### src/psl_params.svh
// offsets, field positions, reset values and timing of the strap block
`ifndef PSL_PARAMS_SVH
`define PSL_PARAMS_SVH
// register offsets on the management bus
`define PSL_OFS_BASIC 5'h00
`define PSL_OFS_ADV 5'h04
`define PSL_OFS_SS1 5'h09
`define PSL_OFS_SS2 5'h0a
`define PSL_OFS_SS3 5'h0b
`define PSL_OFS_IND 5'h18
`define PSL_OFS_PHY 5'h19
`define PSL_OFS_RST 5'h1f
// basic mode control fields
`define PSL_BC_SPEED 13
`define PSL_BC_ANEN 12
`define PSL_BC_ISOLATE 10
`define PSL_BC_DUPLEX 8
// soft strap fields
`define PSL_SS1_DONE 15
`define PSL_SS1_MDIX 14
// phy control fields
`define PSL_PC_MDIX_EN 15
`define PSL_PC_MDIX_FORCE 14
`define PSL_PC_LEDCFG1 6
`define PSL_PC_LEDCFG0 5
// reset control fields
`define PSL_RC_SWRESET 15
`define PSL_RC_RESTART 14
// indicator control fields and reset value (blink code 2'b10 = 5 Hz)
`define PSL_IND_RATE_HI 10
`define PSL_IND_RATE_LO 9
`define PSL_IND_POL_ACT 8
`define PSL_IND_POL_SPD 7
`define PSL_IND_POL_LNK 6
`define PSL_IND_RST 16'h0400
// advertisement selector field and default address
`define PSL_ADV_SELECTOR 16'h0001
`define PSL_ADDR_RST 5'h01
// blink rates in hertz
`define PSL_BLINK_HZ0 20
`define PSL_BLINK_HZ1 10
`define PSL_BLINK_HZ2 5
`define PSL_BLINK_HZ3 2
// management frame lengths in bits
`define PSL_PREAMBLE_BITS 32
`define PSL_HDR_BITS 13
`define PSL_DATA_BITS 16
`endif

### src/psl_pkg.sv
// types shared by the strap and indicator block
package psl_pkg;
  // management frame receiver states
  typedef enum logic [3:0] {
    PSL_S_PRE = 4'b0001,
    PSL_S_HDR = 4'b0010,
    PSL_S_TA = 4'b0100,
    PSL_S_DATA = 4'b1000
  } psl_mdio_state_t;
endpackage

### src/psl_strap_ctrl.sv
// strap latch, soft strapping, mode control and indicators of a 10/100 phy
`timescale 1ns/1ps
`default_nettype none
`include "psl_params.svh"
module psl_strap_ctrl #(
  parameter int CLK_HZ = 10000000 // clock rate, shrink to speed up blink
) (
  // clock and reset
  input wire logic clk,
  input wire logic arst_n,
  // strap-only pins
  input wire logic softStrapSelIn,
  input wire logic mdixStrapIn,
  input wire logic indicatorModeSelPin,
  // management bus
  input wire logic mdcIn,
  input wire logic mdioIn,
  output logic mdioOut,
  output logic mdioOe,
  // indicator pins, straps during reset
  input wire logic linkIndicatorIn,
  output logic linkIndicatorOut,
  output logic linkIndicatorOe,
  input wire logic speedIndicatorIn,
  output logic speedIndicatorOut,
  output logic speedIndicatorOe,
  input wire logic activityIndicatorIn,
  output logic activityIndicatorOut,
  output logic activityIndicatorOe,
  // mac receive pins, address straps during reset
  input wire logic colIn,
  output logic colOut,
  output logic colOe,
  input wire logic [3:0] rxdIn,
  output logic [3:0] rxdOut,
  output logic [3:0] rxdOe,
  output logic miiOutOe,
  // mac transmit path toward the core
  input wire logic txEnIn,
  input wire logic [3:0] txdIn,
  output logic txEnToCore,
  output logic [3:0] txdToCore,
  // status from the line core
  input wire logic coreColIn,
  input wire logic [3:0] coreRxdIn,
  input wire logic linkUpIn,
  input wire logic activityIn,
  input wire logic negotiationDoneIn,
  input wire logic partnerNegotiatesIn,
  input wire logic [3:0] partnerAbilityIn,
  input wire logic parallelSpeed100In,
  // control toward the line core
  output logic speed100Out,
  output logic fullDuplexOut,
  output logic mdixEnableOut,
  output logic mdixForceOut,
  output logic isolateOut,
  output logic lineIdleOnlyOut,
  output logic powerDownOut,
  output logic internalResetOut,
  output logic negotiationRestartOut
);
  // reset release chain
  logic rstSync1Reg, rstN;
  // latched pin straps, no reset, sampled while reset held
  logic hwAnEnReg, hwAn1Reg, hwAn0Reg, hwSelReg, hwMdixReg, hwLedReg;
  logic [4:0] hwAddrReg;
  // effective straps, survive soft reset
  logic [2:0] effAnReg;
  logic [4:0] effAddrReg;
  logic effMdixReg, effLedReg;
  // sequencing flags
  logic strapDoneReg, powerDownReg, intResetReg, swResetReg, loadDefaults;
  logic strapRise, cfgDone;
  // delayed latch strobe, defaults read the settled straps
  logic strapLoadReg;
  // register file
  logic [15:0] basicReg, advReg, ss1Reg, ss2Reg, ss3Reg, indReg, phyReg;
  // management write strobe
  logic regWrite;
  logic [4:0] regAddr;
  logic [15:0] regWdata, readData;
  // management frame receiver
  psl_pkg::psl_mdio_state_t mState;
  logic mdcPrevReg, mdcRise, isRead;
  logic [5:0] bitCnt;
  logic [12:0] hdrReg, hdrNext;
  logic [15:0] shiftReg;
  // resolution and indicators
  logic speed100Reg, fullReg;
  logic [31:0] blinkCnt, blinkLimit;
  logic blinkPhase;
  logic [3:0] common;

  // ability decode {100F,100H,10F,10H} from the effective mode straps
  function automatic logic [3:0] advDecode(input logic [2:0] an);
    case (an)
      3'b100: advDecode = 4'b0011;
      3'b101: advDecode = 4'b1100;
      3'b110: advDecode = 4'b0101;
      3'b111: advDecode = 4'b1111;
      3'b000: advDecode = 4'b0001;
      3'b001: advDecode = 4'b0010;
      3'b010: advDecode = 4'b0100;
      default: advDecode = 4'b1000;
    endcase
  endfunction

  // two-flop reset release
  always_ff @(posedge clk or negedge arst_n) begin
    if (!arst_n) begin
      rstSync1Reg <= 1'b0;
      rstN <= 1'b0;
    end else begin
      rstSync1Reg <= 1'b1;
      rstN <= rstSync1Reg;
    end
  end

  // shared pins are captured only while reset is held
  always_ff @(posedge clk) begin
    if (!rstN) begin
      hwAnEnReg <= activityIndicatorIn;
      hwAn1Reg <= speedIndicatorIn;
      hwAn0Reg <= linkIndicatorIn;
      hwAddrReg <= {rxdIn, colIn};
      hwSelReg <= softStrapSelIn;
      hwMdixReg <= mdixStrapIn;
      hwLedReg <= indicatorModeSelPin;
    end
  end

  assign strapRise = rstN && !strapDoneReg;
  assign cfgDone = regWrite && regAddr == `PSL_OFS_SS1 &&
                   regWdata[`PSL_SS1_DONE] && powerDownReg;
  assign loadDefaults = strapLoadReg || intResetReg || swResetReg;

  // power-down hold and configuration release
  always_ff @(posedge clk or negedge rstN) begin
    if (!rstN) begin
      strapDoneReg <= 1'b0;
      powerDownReg <= 1'b0;
      intResetReg <= 1'b0;
      strapLoadReg <= 1'b0;
    end else begin
      strapDoneReg <= 1'b1;
      // defaults wait one edge, the effective straps load on strapRise
      strapLoadReg <= strapRise;
      intResetReg <= cfgDone;
      if (strapRise) begin
        powerDownReg <= !hwSelReg;
      end else if (cfgDone) begin
        powerDownReg <= 1'b0;
      end
    end
  end

  // effective straps: pins first, soft values once configured
  always_ff @(posedge clk or negedge rstN) begin
    if (!rstN) begin
      effAnReg <= 3'h0;
      effAddrReg <= `PSL_ADDR_RST;
      effMdixReg <= 1'b1;
      effLedReg <= 1'b0;
    end else if (strapRise) begin
      effAnReg <= {hwAnEnReg, hwAn1Reg, hwAn0Reg};
      effAddrReg <= hwAddrReg;
      effMdixReg <= hwMdixReg;
      effLedReg <= hwLedReg;
    end else if (cfgDone) begin
      effAnReg <= ss1Reg[2:0];
      effAddrReg <= ss2Reg[4:0];
      effMdixReg <= ss1Reg[`PSL_SS1_MDIX];
      effLedReg <= ss3Reg[0];
    end
  end

  // soft strap registers mirror the pins until software edits them
  always_ff @(posedge clk or negedge rstN) begin
    if (!rstN) begin
      ss1Reg <= 16'h4000;
      ss2Reg <= 16'h0001;
      ss3Reg <= 16'h0000;
    end else if (strapRise) begin
      ss1Reg <= {1'b0, hwMdixReg, 11'h000, hwAnEnReg, hwAn1Reg, hwAn0Reg};
      ss2Reg <= {11'h000, hwAddrReg};
      ss3Reg <= {15'h0000, hwLedReg};
    end else if (regWrite) begin
      if (regAddr == `PSL_OFS_SS1) begin
        ss1Reg <= {1'b0, regWdata[14:0]}; // done bit reads back zero
      end
      if (regAddr == `PSL_OFS_SS2) begin
        ss2Reg <= regWdata;
      end
      if (regAddr == `PSL_OFS_SS3) begin
        ss3Reg <= regWdata;
      end
    end
  end

  // mode registers: defaults from effective straps, then software writes
  always_ff @(posedge clk or negedge rstN) begin
    if (!rstN) begin
      basicReg <= 16'h0000;
      advReg <= `PSL_ADV_SELECTOR;
      indReg <= `PSL_IND_RST;
      phyReg <= 16'h8000;
      swResetReg <= 1'b0;
      negotiationRestartOut <= 1'b0;
    end else begin
      swResetReg <= regWrite && regAddr == `PSL_OFS_RST &&
                    regWdata[`PSL_RC_SWRESET];
      negotiationRestartOut <= regWrite && regAddr == `PSL_OFS_RST &&
                               regWdata[`PSL_RC_RESTART];
      if (loadDefaults) begin
        basicReg <= 16'h0000;
        basicReg[`PSL_BC_ANEN] <= effAnReg[2];
        basicReg[`PSL_BC_SPEED] <= effAnReg[1];
        basicReg[`PSL_BC_DUPLEX] <= effAnReg[0];
        advReg <= {7'h00, advDecode(effAnReg), 5'h01};
        indReg <= `PSL_IND_RST;
        phyReg <= {effMdixReg, 8'h00, 1'b0, effLedReg, effAddrReg};
      end else if (regWrite) begin
        case (regAddr)
          `PSL_OFS_BASIC: basicReg <= regWdata;
          `PSL_OFS_ADV: advReg <= regWdata;
          `PSL_OFS_IND: indReg <= regWdata;
          `PSL_OFS_PHY: phyReg <= {regWdata[15:5], effAddrReg};
          default: ;
        endcase
      end
    end
  end

  // register read mux, unmapped offsets read zero
  always_comb begin
    case (regAddr)
      `PSL_OFS_BASIC: readData = basicReg;
      `PSL_OFS_ADV: readData = advReg;
      `PSL_OFS_SS1: readData = ss1Reg;
      `PSL_OFS_SS2: readData = ss2Reg;
      `PSL_OFS_SS3: readData = ss3Reg;
      `PSL_OFS_IND: readData = indReg;
      `PSL_OFS_PHY: readData = phyReg;
      default: readData = 16'h0000;
    endcase
  end

  assign mdcRise = mdcIn && !mdcPrevReg;
  assign hdrNext = {hdrReg[11:0], mdioIn};

  // management frame receiver, answers in every mode
  always_ff @(posedge clk or negedge rstN) begin
    if (!rstN) begin
      mState <= psl_pkg::PSL_S_PRE;
      mdcPrevReg <= 1'b0;
      bitCnt <= 6'h00;
      hdrReg <= 13'h0000;
      shiftReg <= 16'h0000;
      isRead <= 1'b0;
      regAddr <= 5'h00;
      regWdata <= 16'h0000;
      regWrite <= 1'b0;
      mdioOut <= 1'b0;
      mdioOe <= 1'b0;
    end else begin
      mdcPrevReg <= mdcIn;
      regWrite <= 1'b0;
      if (mdcRise) begin
        case (mState)
          psl_pkg::PSL_S_PRE: begin
            if (mdioIn) begin
              bitCnt <= (bitCnt == 6'd`PSL_PREAMBLE_BITS) ? bitCnt :
                        bitCnt + 6'd1;
            end else begin
              if (bitCnt == 6'd`PSL_PREAMBLE_BITS) begin
                mState <= psl_pkg::PSL_S_HDR;
              end
              bitCnt <= 6'h00;
            end
          end
          psl_pkg::PSL_S_HDR: begin
            hdrReg <= hdrNext;
            bitCnt <= bitCnt + 6'd1;
            if (bitCnt == 6'd`PSL_HDR_BITS - 6'd1) begin
              bitCnt <= 6'h00;
              regAddr <= hdrNext[4:0];
              isRead <= hdrNext[11:10] == 2'b10;
              if (hdrNext[12] && hdrNext[9:5] == effAddrReg &&
                  hdrNext[11] != hdrNext[10]) begin
                mState <= psl_pkg::PSL_S_TA;
              end else begin
                mState <= psl_pkg::PSL_S_PRE;
              end
            end
          end
          psl_pkg::PSL_S_TA: begin
            bitCnt <= bitCnt + 6'd1;
            if (bitCnt == 6'h00) begin
              mdioOe <= isRead; // drive the zero turnaround bit
              mdioOut <= 1'b0;
            end else begin
              bitCnt <= 6'h00;
              mState <= psl_pkg::PSL_S_DATA;
              mdioOut <= isRead & readData[15];
              shiftReg <= {readData[14:0], 1'b0};
            end
          end
          psl_pkg::PSL_S_DATA: begin
            bitCnt <= bitCnt + 6'd1;
            mdioOut <= shiftReg[15];
            shiftReg <= isRead ? {shiftReg[14:0], 1'b0} :
                        {shiftReg[14:0], mdioIn};
            if (bitCnt == 6'd`PSL_DATA_BITS - 6'd1) begin
              bitCnt <= 6'h00;
              mState <= psl_pkg::PSL_S_PRE;
              mdioOe <= 1'b0;
              regWrite <= !isRead;
              regWdata <= {shiftReg[14:0], mdioIn};
            end
          end
          default: mState <= psl_pkg::PSL_S_PRE;
        endcase
      end
    end
  end

  assign common = advReg[8:5] & partnerAbilityIn;

  // speed and duplex resolution
  always_ff @(posedge clk or negedge rstN) begin
    if (!rstN) begin
      speed100Reg <= 1'b0;
      fullReg <= 1'b0;
    end else if (!basicReg[`PSL_BC_ANEN]) begin
      speed100Reg <= basicReg[`PSL_BC_SPEED];
      fullReg <= basicReg[`PSL_BC_DUPLEX];
    end else if (negotiationDoneIn && !partnerNegotiatesIn) begin
      speed100Reg <= parallelSpeed100In;
      fullReg <= 1'b0;
    end else if (negotiationDoneIn) begin
      speed100Reg <= common[3] || common[2];
      fullReg <= common[3] || (!common[2] && common[1]);
    end
  end

  // blink half period from the rate code
  always_comb begin
    case (indReg[`PSL_IND_RATE_HI:`PSL_IND_RATE_LO])
      2'b00: blinkLimit = 32'(CLK_HZ / (2 * `PSL_BLINK_HZ0));
      2'b01: blinkLimit = 32'(CLK_HZ / (2 * `PSL_BLINK_HZ1));
      2'b10: blinkLimit = 32'(CLK_HZ / (2 * `PSL_BLINK_HZ2));
      default: blinkLimit = 32'(CLK_HZ / (2 * `PSL_BLINK_HZ3));
    endcase
  end

  // blink phase generator
  always_ff @(posedge clk or negedge rstN) begin
    if (!rstN) begin
      blinkCnt <= 32'h0;
      blinkPhase <= 1'b0;
    end else if (blinkCnt + 32'h1 >= blinkLimit) begin
      blinkCnt <= 32'h0;
      blinkPhase <= !blinkPhase;
    end else begin
      blinkCnt <= blinkCnt + 32'h1;
    end
  end

  // indicator pins, driven only once the straps are latched
  always_ff @(posedge clk or negedge rstN) begin
    if (!rstN) begin
      linkIndicatorOut <= 1'b0;
      speedIndicatorOut <= 1'b0;
      activityIndicatorOut <= 1'b0;
      linkIndicatorOe <= 1'b0;
      speedIndicatorOe <= 1'b0;
      activityIndicatorOe <= 1'b0;
    end else begin
      linkIndicatorOe <= strapDoneReg;
      speedIndicatorOe <= strapDoneReg;
      activityIndicatorOe <= strapDoneReg;
      speedIndicatorOut <= speed100Reg ^ indReg[`PSL_IND_POL_SPD];
      if (phyReg[`PSL_PC_LEDCFG0]) begin
        linkIndicatorOut <= linkUpIn ^ indReg[`PSL_IND_POL_LNK];
        activityIndicatorOut <= activityIn ^ indReg[`PSL_IND_POL_ACT];
      end else begin
        linkIndicatorOut <= (linkUpIn && !(activityIn && blinkPhase)) ^
                            indReg[`PSL_IND_POL_LNK];
        activityIndicatorOut <= (phyReg[`PSL_PC_LEDCFG1] ? fullReg :
                                 coreColIn) ^ indReg[`PSL_IND_POL_ACT];
      end
    end
  end

  // mac interface with isolate, plus core control outputs
  always_ff @(posedge clk or negedge rstN) begin
    if (!rstN) begin
      colOut <= 1'b0;
      colOe <= 1'b0;
      rxdOut <= 4'h0;
      rxdOe <= 4'h0;
      miiOutOe <= 1'b0;
      txEnToCore <= 1'b0;
      txdToCore <= 4'h0;
      isolateOut <= 1'b0;
      lineIdleOnlyOut <= 1'b0;
      mdixEnableOut <= 1'b0;
      mdixForceOut <= 1'b0;
      speed100Out <= 1'b0;
      fullDuplexOut <= 1'b0;
      powerDownOut <= 1'b0;
      internalResetOut <= 1'b0;
    end else begin
      colOut <= coreColIn;
      rxdOut <= coreRxdIn;
      colOe <= strapDoneReg && !basicReg[`PSL_BC_ISOLATE];
      rxdOe <= {4{strapDoneReg && !basicReg[`PSL_BC_ISOLATE]}};
      miiOutOe <= strapDoneReg && !basicReg[`PSL_BC_ISOLATE];
      txEnToCore <= txEnIn && !basicReg[`PSL_BC_ISOLATE];
      txdToCore <= basicReg[`PSL_BC_ISOLATE] ? 4'h0 : txdIn;
      isolateOut <= basicReg[`PSL_BC_ISOLATE];
      lineIdleOnlyOut <= basicReg[`PSL_BC_ISOLATE];
      mdixEnableOut <= phyReg[`PSL_PC_MDIX_EN];
      mdixForceOut <= phyReg[`PSL_PC_MDIX_FORCE];
      speed100Out <= speed100Reg;
      fullDuplexOut <= fullReg;
      powerDownOut <= powerDownReg;
      internalResetOut <= intResetReg;
    end
  end
endmodule
`default_nettype wire

### config.mk
export PLATFORM = sky130hd
export DESIGN_NAME = psl_strap_ctrl
export DESIGN_NICKNAME = d
export VERILOG_FILES = /design/src/psl_pkg.sv /design/src/psl_strap_ctrl.sv
export VERILOG_INCLUDE_DIRS = /design/src
export SDC_FILE = /design/constraint.sdc
export NUM_CORES = 1
export LEC_CHECK = 0
export ABC_AREA = 0
export BUFFER_PORTS_ARGS = -buffer_cell sky130_fd_sc_hd__clkbuf_2
export CAP_MARGIN = 5
export CORE_ASPECT_RATIO = 1.1
export CORE_MARGIN = 1
export CORE_UTILIZATION = 50
export CTS_CLUSTER_DIAMETER = 150
export DETAILED_ROUTE_END_ITERATION = 10
export GPL_ROUTABILITY_DRIVEN = 0
export HOLD_SLACK_MARGIN = 0.06
export PLACE_DENSITY = 0.67
export SLEW_MARGIN = 5
export SYNTH_ARGS = -nofsm -noshare
export SYNTH_HDL_FRONTEND = slang
export SYNTH_SLANG_ARGS = --single-unit
### constraint.sdc
create_clock -name clk -period 22.7 [get_ports clk]
set_input_delay 3.405 -clock clk [delete_from_list [all_inputs] [get_ports clk]]
set_output_delay 3.405 -clock clk [all_outputs]
set_load 0.005 [all_outputs]
==> summary by stage <==
Status
The run finished with clean final reports.

Critical path
The start-to-end type of the worst setup path is in -> reg. The worst path required time is 23.12 ns. The largest fanout on the critical path is 17.

For the worst setup path, the data arrival time is 4.97 ns. STA classifies the critical path startpoint as an input port. The worst setup path is captured at a flop.

Cells and area
The area growth from synthesis to layout is 12.4%. Leaving out fill and tap cells, the most frequent cell in the layout is nand2_1. For this run, the number of standard cells in the final layout without fillers is 1617.

The final-stage net count is 1347. Cells fill 57.3% of the core in the end. Leaving out fill and tap cells, the most frequent cells in the layout are nand2_1 (331), dfrtp_1 (241), a21oi_1 (101).

The ratio of cells with drive above 1 in the final layout is 13.8%. The number of antenna diodes in the final layout is 0.

Logic synthesis
The dominant register cell in the synthesized netlist is dfrtp_1. The average footprint of a synthesized cell is 9.63 sq um. Synthesis instantiated 62 different standard cells from the library. The number of enable flip-flop cells after synthesis is 11. The post-synthesis sequential element count is 261. The cell area that synthesis handed to floorplanning was 12100 sq um. The number of instances in the synthesized netlist is 1256. The fraction of the yosys area taken by sequential cells is 54.5%. The Yosys step of the flow raised 0 warnings. The fraction of synthesis flops using an asynchronous set or reset pin is 95.8%.

STA
In the finished design, the share of the clock period the worst path needs comes to 20.0%. The clock period minus final worst setup slack is 4.55 ns. Setup violations remaining at the end of the flow were counted as 0. Setup repair after global routing left no endpoint under its margin. The worst pin sits at a relative slew slack of 13.1%. The final count of hold timing violations was 0. At the pin with the least slew margin, the transition time is 1.30 ns. The top achievable clock speed is 0.220 GHz. The maximum clock skew at final layout is 0.0251 ns. The total count of max-transition violations in the final report came to 0.

The post-layout worst setup margin is 18.15 ns. For the final routed database, the setup TNS stands at 0 ns.

Floorplanning
The starting utilization of the core area is 51.0%. The floorplan has 59 rows. The die is 150 um wide.

From bottom edge to top edge, the die measures 165 um. The die covers 24800 sq um. Pin placement for this block handled 67 I/O pins. The total area inside the core boundary comes to 23700 sq um.

Drt
The first TritonRoute pass finished after 6 iterations. The residual antenna-violating net count after detailed routing is 0. The via count is 9322. After detailed routing, the number of vias per cell comes to 5.76.

The number of DRC markers in iteration 0 is 859. The average wire per standard cell is 17.9 um. The total wire length after detailed routing is 29000 um. The post-detailed-route DRC marker count is 0.

Min path
The worst min-delay path class is reg -> reg.

Power
The power density normalized to cell area is 81.7 nW/um^2. The peak supply drop is 0.105 mV. Summing internal, switching and leakage power gives 1.11 mW. The leakage power summed over all cells is 6.17 nW.

Clock network
The post-CTS setup-driven buffer insertion count is 0. The CTS tree is done. The number of clock sinks is 261.

CTS built an H-tree with a depth of 1. The number of CTS-inserted buffers is 29. The clock slew at the register clock pins of the worst setup and hold paths is 0.06 ns. The maximum buffer depth of the clock tree is 3.

The count of instances resized after the clock tree is built is 0. The clock root buffer is clkbuf_16. The number of hold buffers added after CTS is 0. The source-to-sink clock delay at the later pin of the worst-skew pair is 0.56 ns.

Global route
The via count of the first global-routing pass came to 8879. The largest net degree at the start of global routing is 82. The wire length of the first global-routing pass is 46900 um. In the global route stage, overall resource usage came out at 24.1%. The number of antenna violations at the first check in global routing is 0. Summed over all layers, the global routing overflow is 0.

Place
During placement, the flow inserted port buffers numbering 65. The worst setup slack after placement is 17.60 ns. The number of placed instances, taps included is 1563. The HPWL after detailed placement is 18900 um.

Run
The max-cap violation count is 0.
## worst paths after layout
check | startpoint | endpoint | slack [ns] | cells after the start
min | rstSync1Reg$_DFF_PN0_ | rstN$_DFF_PN0_ | 0.36 | 0
min in group asynchronous | rstN$_DFF_PN0_ | phyReg[3]$_DFFE_PN0P_ | 0.37 | 0
max in group asynchronous | arst_n | rstN$_DFF_PN0_ | 19.97 | 1
max reg2reg | blinkCnt[3]$_DFF_PN0_ | blinkPhase$_DFFE_PN0P_ | 19.23 | 10
min reg2reg | rstSync1Reg$_DFF_PN0_ | rstN$_DFF_PN0_ | 0.36 | 0
max | mdcIn | regWdata[6]$_DFFE_PN0P_ | 18.15 | 4
## routing by layer
layer	track usage (%)	part of all wire (%)	vias to the layer above
met5	0	0	-
met4	7.25	2.3	0
met3	2.64	5.7	44
met2	40.1	48	312
met1	33.2	44	4587
li1	-	-	4379
## area by class of cell
| class | count | area, sq um |
|---|---|---|
| sequential | 261 | 6600 |
| clock buffer | 33 | 751 |
| multi-input combinational | 893 | 5080 |
| timing repair buffer | 76 | 408 |
| inverter | 28 | 105 |
| fill | 2084 | 10100 |
| tap | 305 | 382 |
| clock inverter | 21 | 264 |
## cell usage after synthesis, types with 12 or more instances
library cell	number	area (sq um)
nand2_1	331	1240
inv_1	28	105
ha_1	24	300
a31oi_1	31	194
clkbuf_1	73	274
nor3_1	17	85.1
mux2_2	27	304
nor2b_1	21	131
and3_1	12	75.1
dfrtp_1	242	6060
mux2i_1	26	260
a21oi_1	101	505
a22oi_1	12	90.1
nand3_1	22	110
nor2_1	53	199
a222oi_1	12	120
and2_1	12	75.1
o21ai_0	51	255
xor2_1	19	166
## where the power goes
part | internal [mW] | total (mW) | switching [mW] | leakage [nW]
Clock | 0.305 | 0.495 | 0.190 | 0.497
Sequential | 0.500 | 0.529 | 0.0293 | 3.38
Combinational | 0.0351 | 0.0864 | 0.0512 | 2.29
Total | 0.840 | 1.11 | 0.271 | 6.17
## kinds of logic after synthesis
logic type,share of synthesized area (%)
buf+inv,3.85
flops,54.5
other cells,0.0621
fa+ha+maj,2.48
simple gates,19.2
compound gates,12.9
xor+xnor,2.17
mux,4.76
## critical path: stages
cell	delay, ns
clkbuf_2	0.10
nor2b_1	0.25
and3_1	0.79
mux2_2	0.41
## state kept, by name, summed over array words and instances, names as in the netlist, 6 cells and up
signal / cells
basicReg: 16
ss1Reg: 15
indReg: 16
shiftReg: 16
bitCnt: 6
advReg: 16
ss3Reg: 16
hdrReg: 12
ss2Reg: 16
phyReg: 16
regWdata: 16
blinkCnt: 32
## metrics by stage
step           instance area [sq um]  hold WS [ns]
2_1_floorplan                  12100         0.331
3_3_place_gp                   12600         0.341
3_5_place_dp                   12600         0.350
4_1_cts                        13600         0.363
5_1_grt                        13600         0.371
6_report                       13600         0.360
No activity file was read; power rests on OpenSTA's default activity.
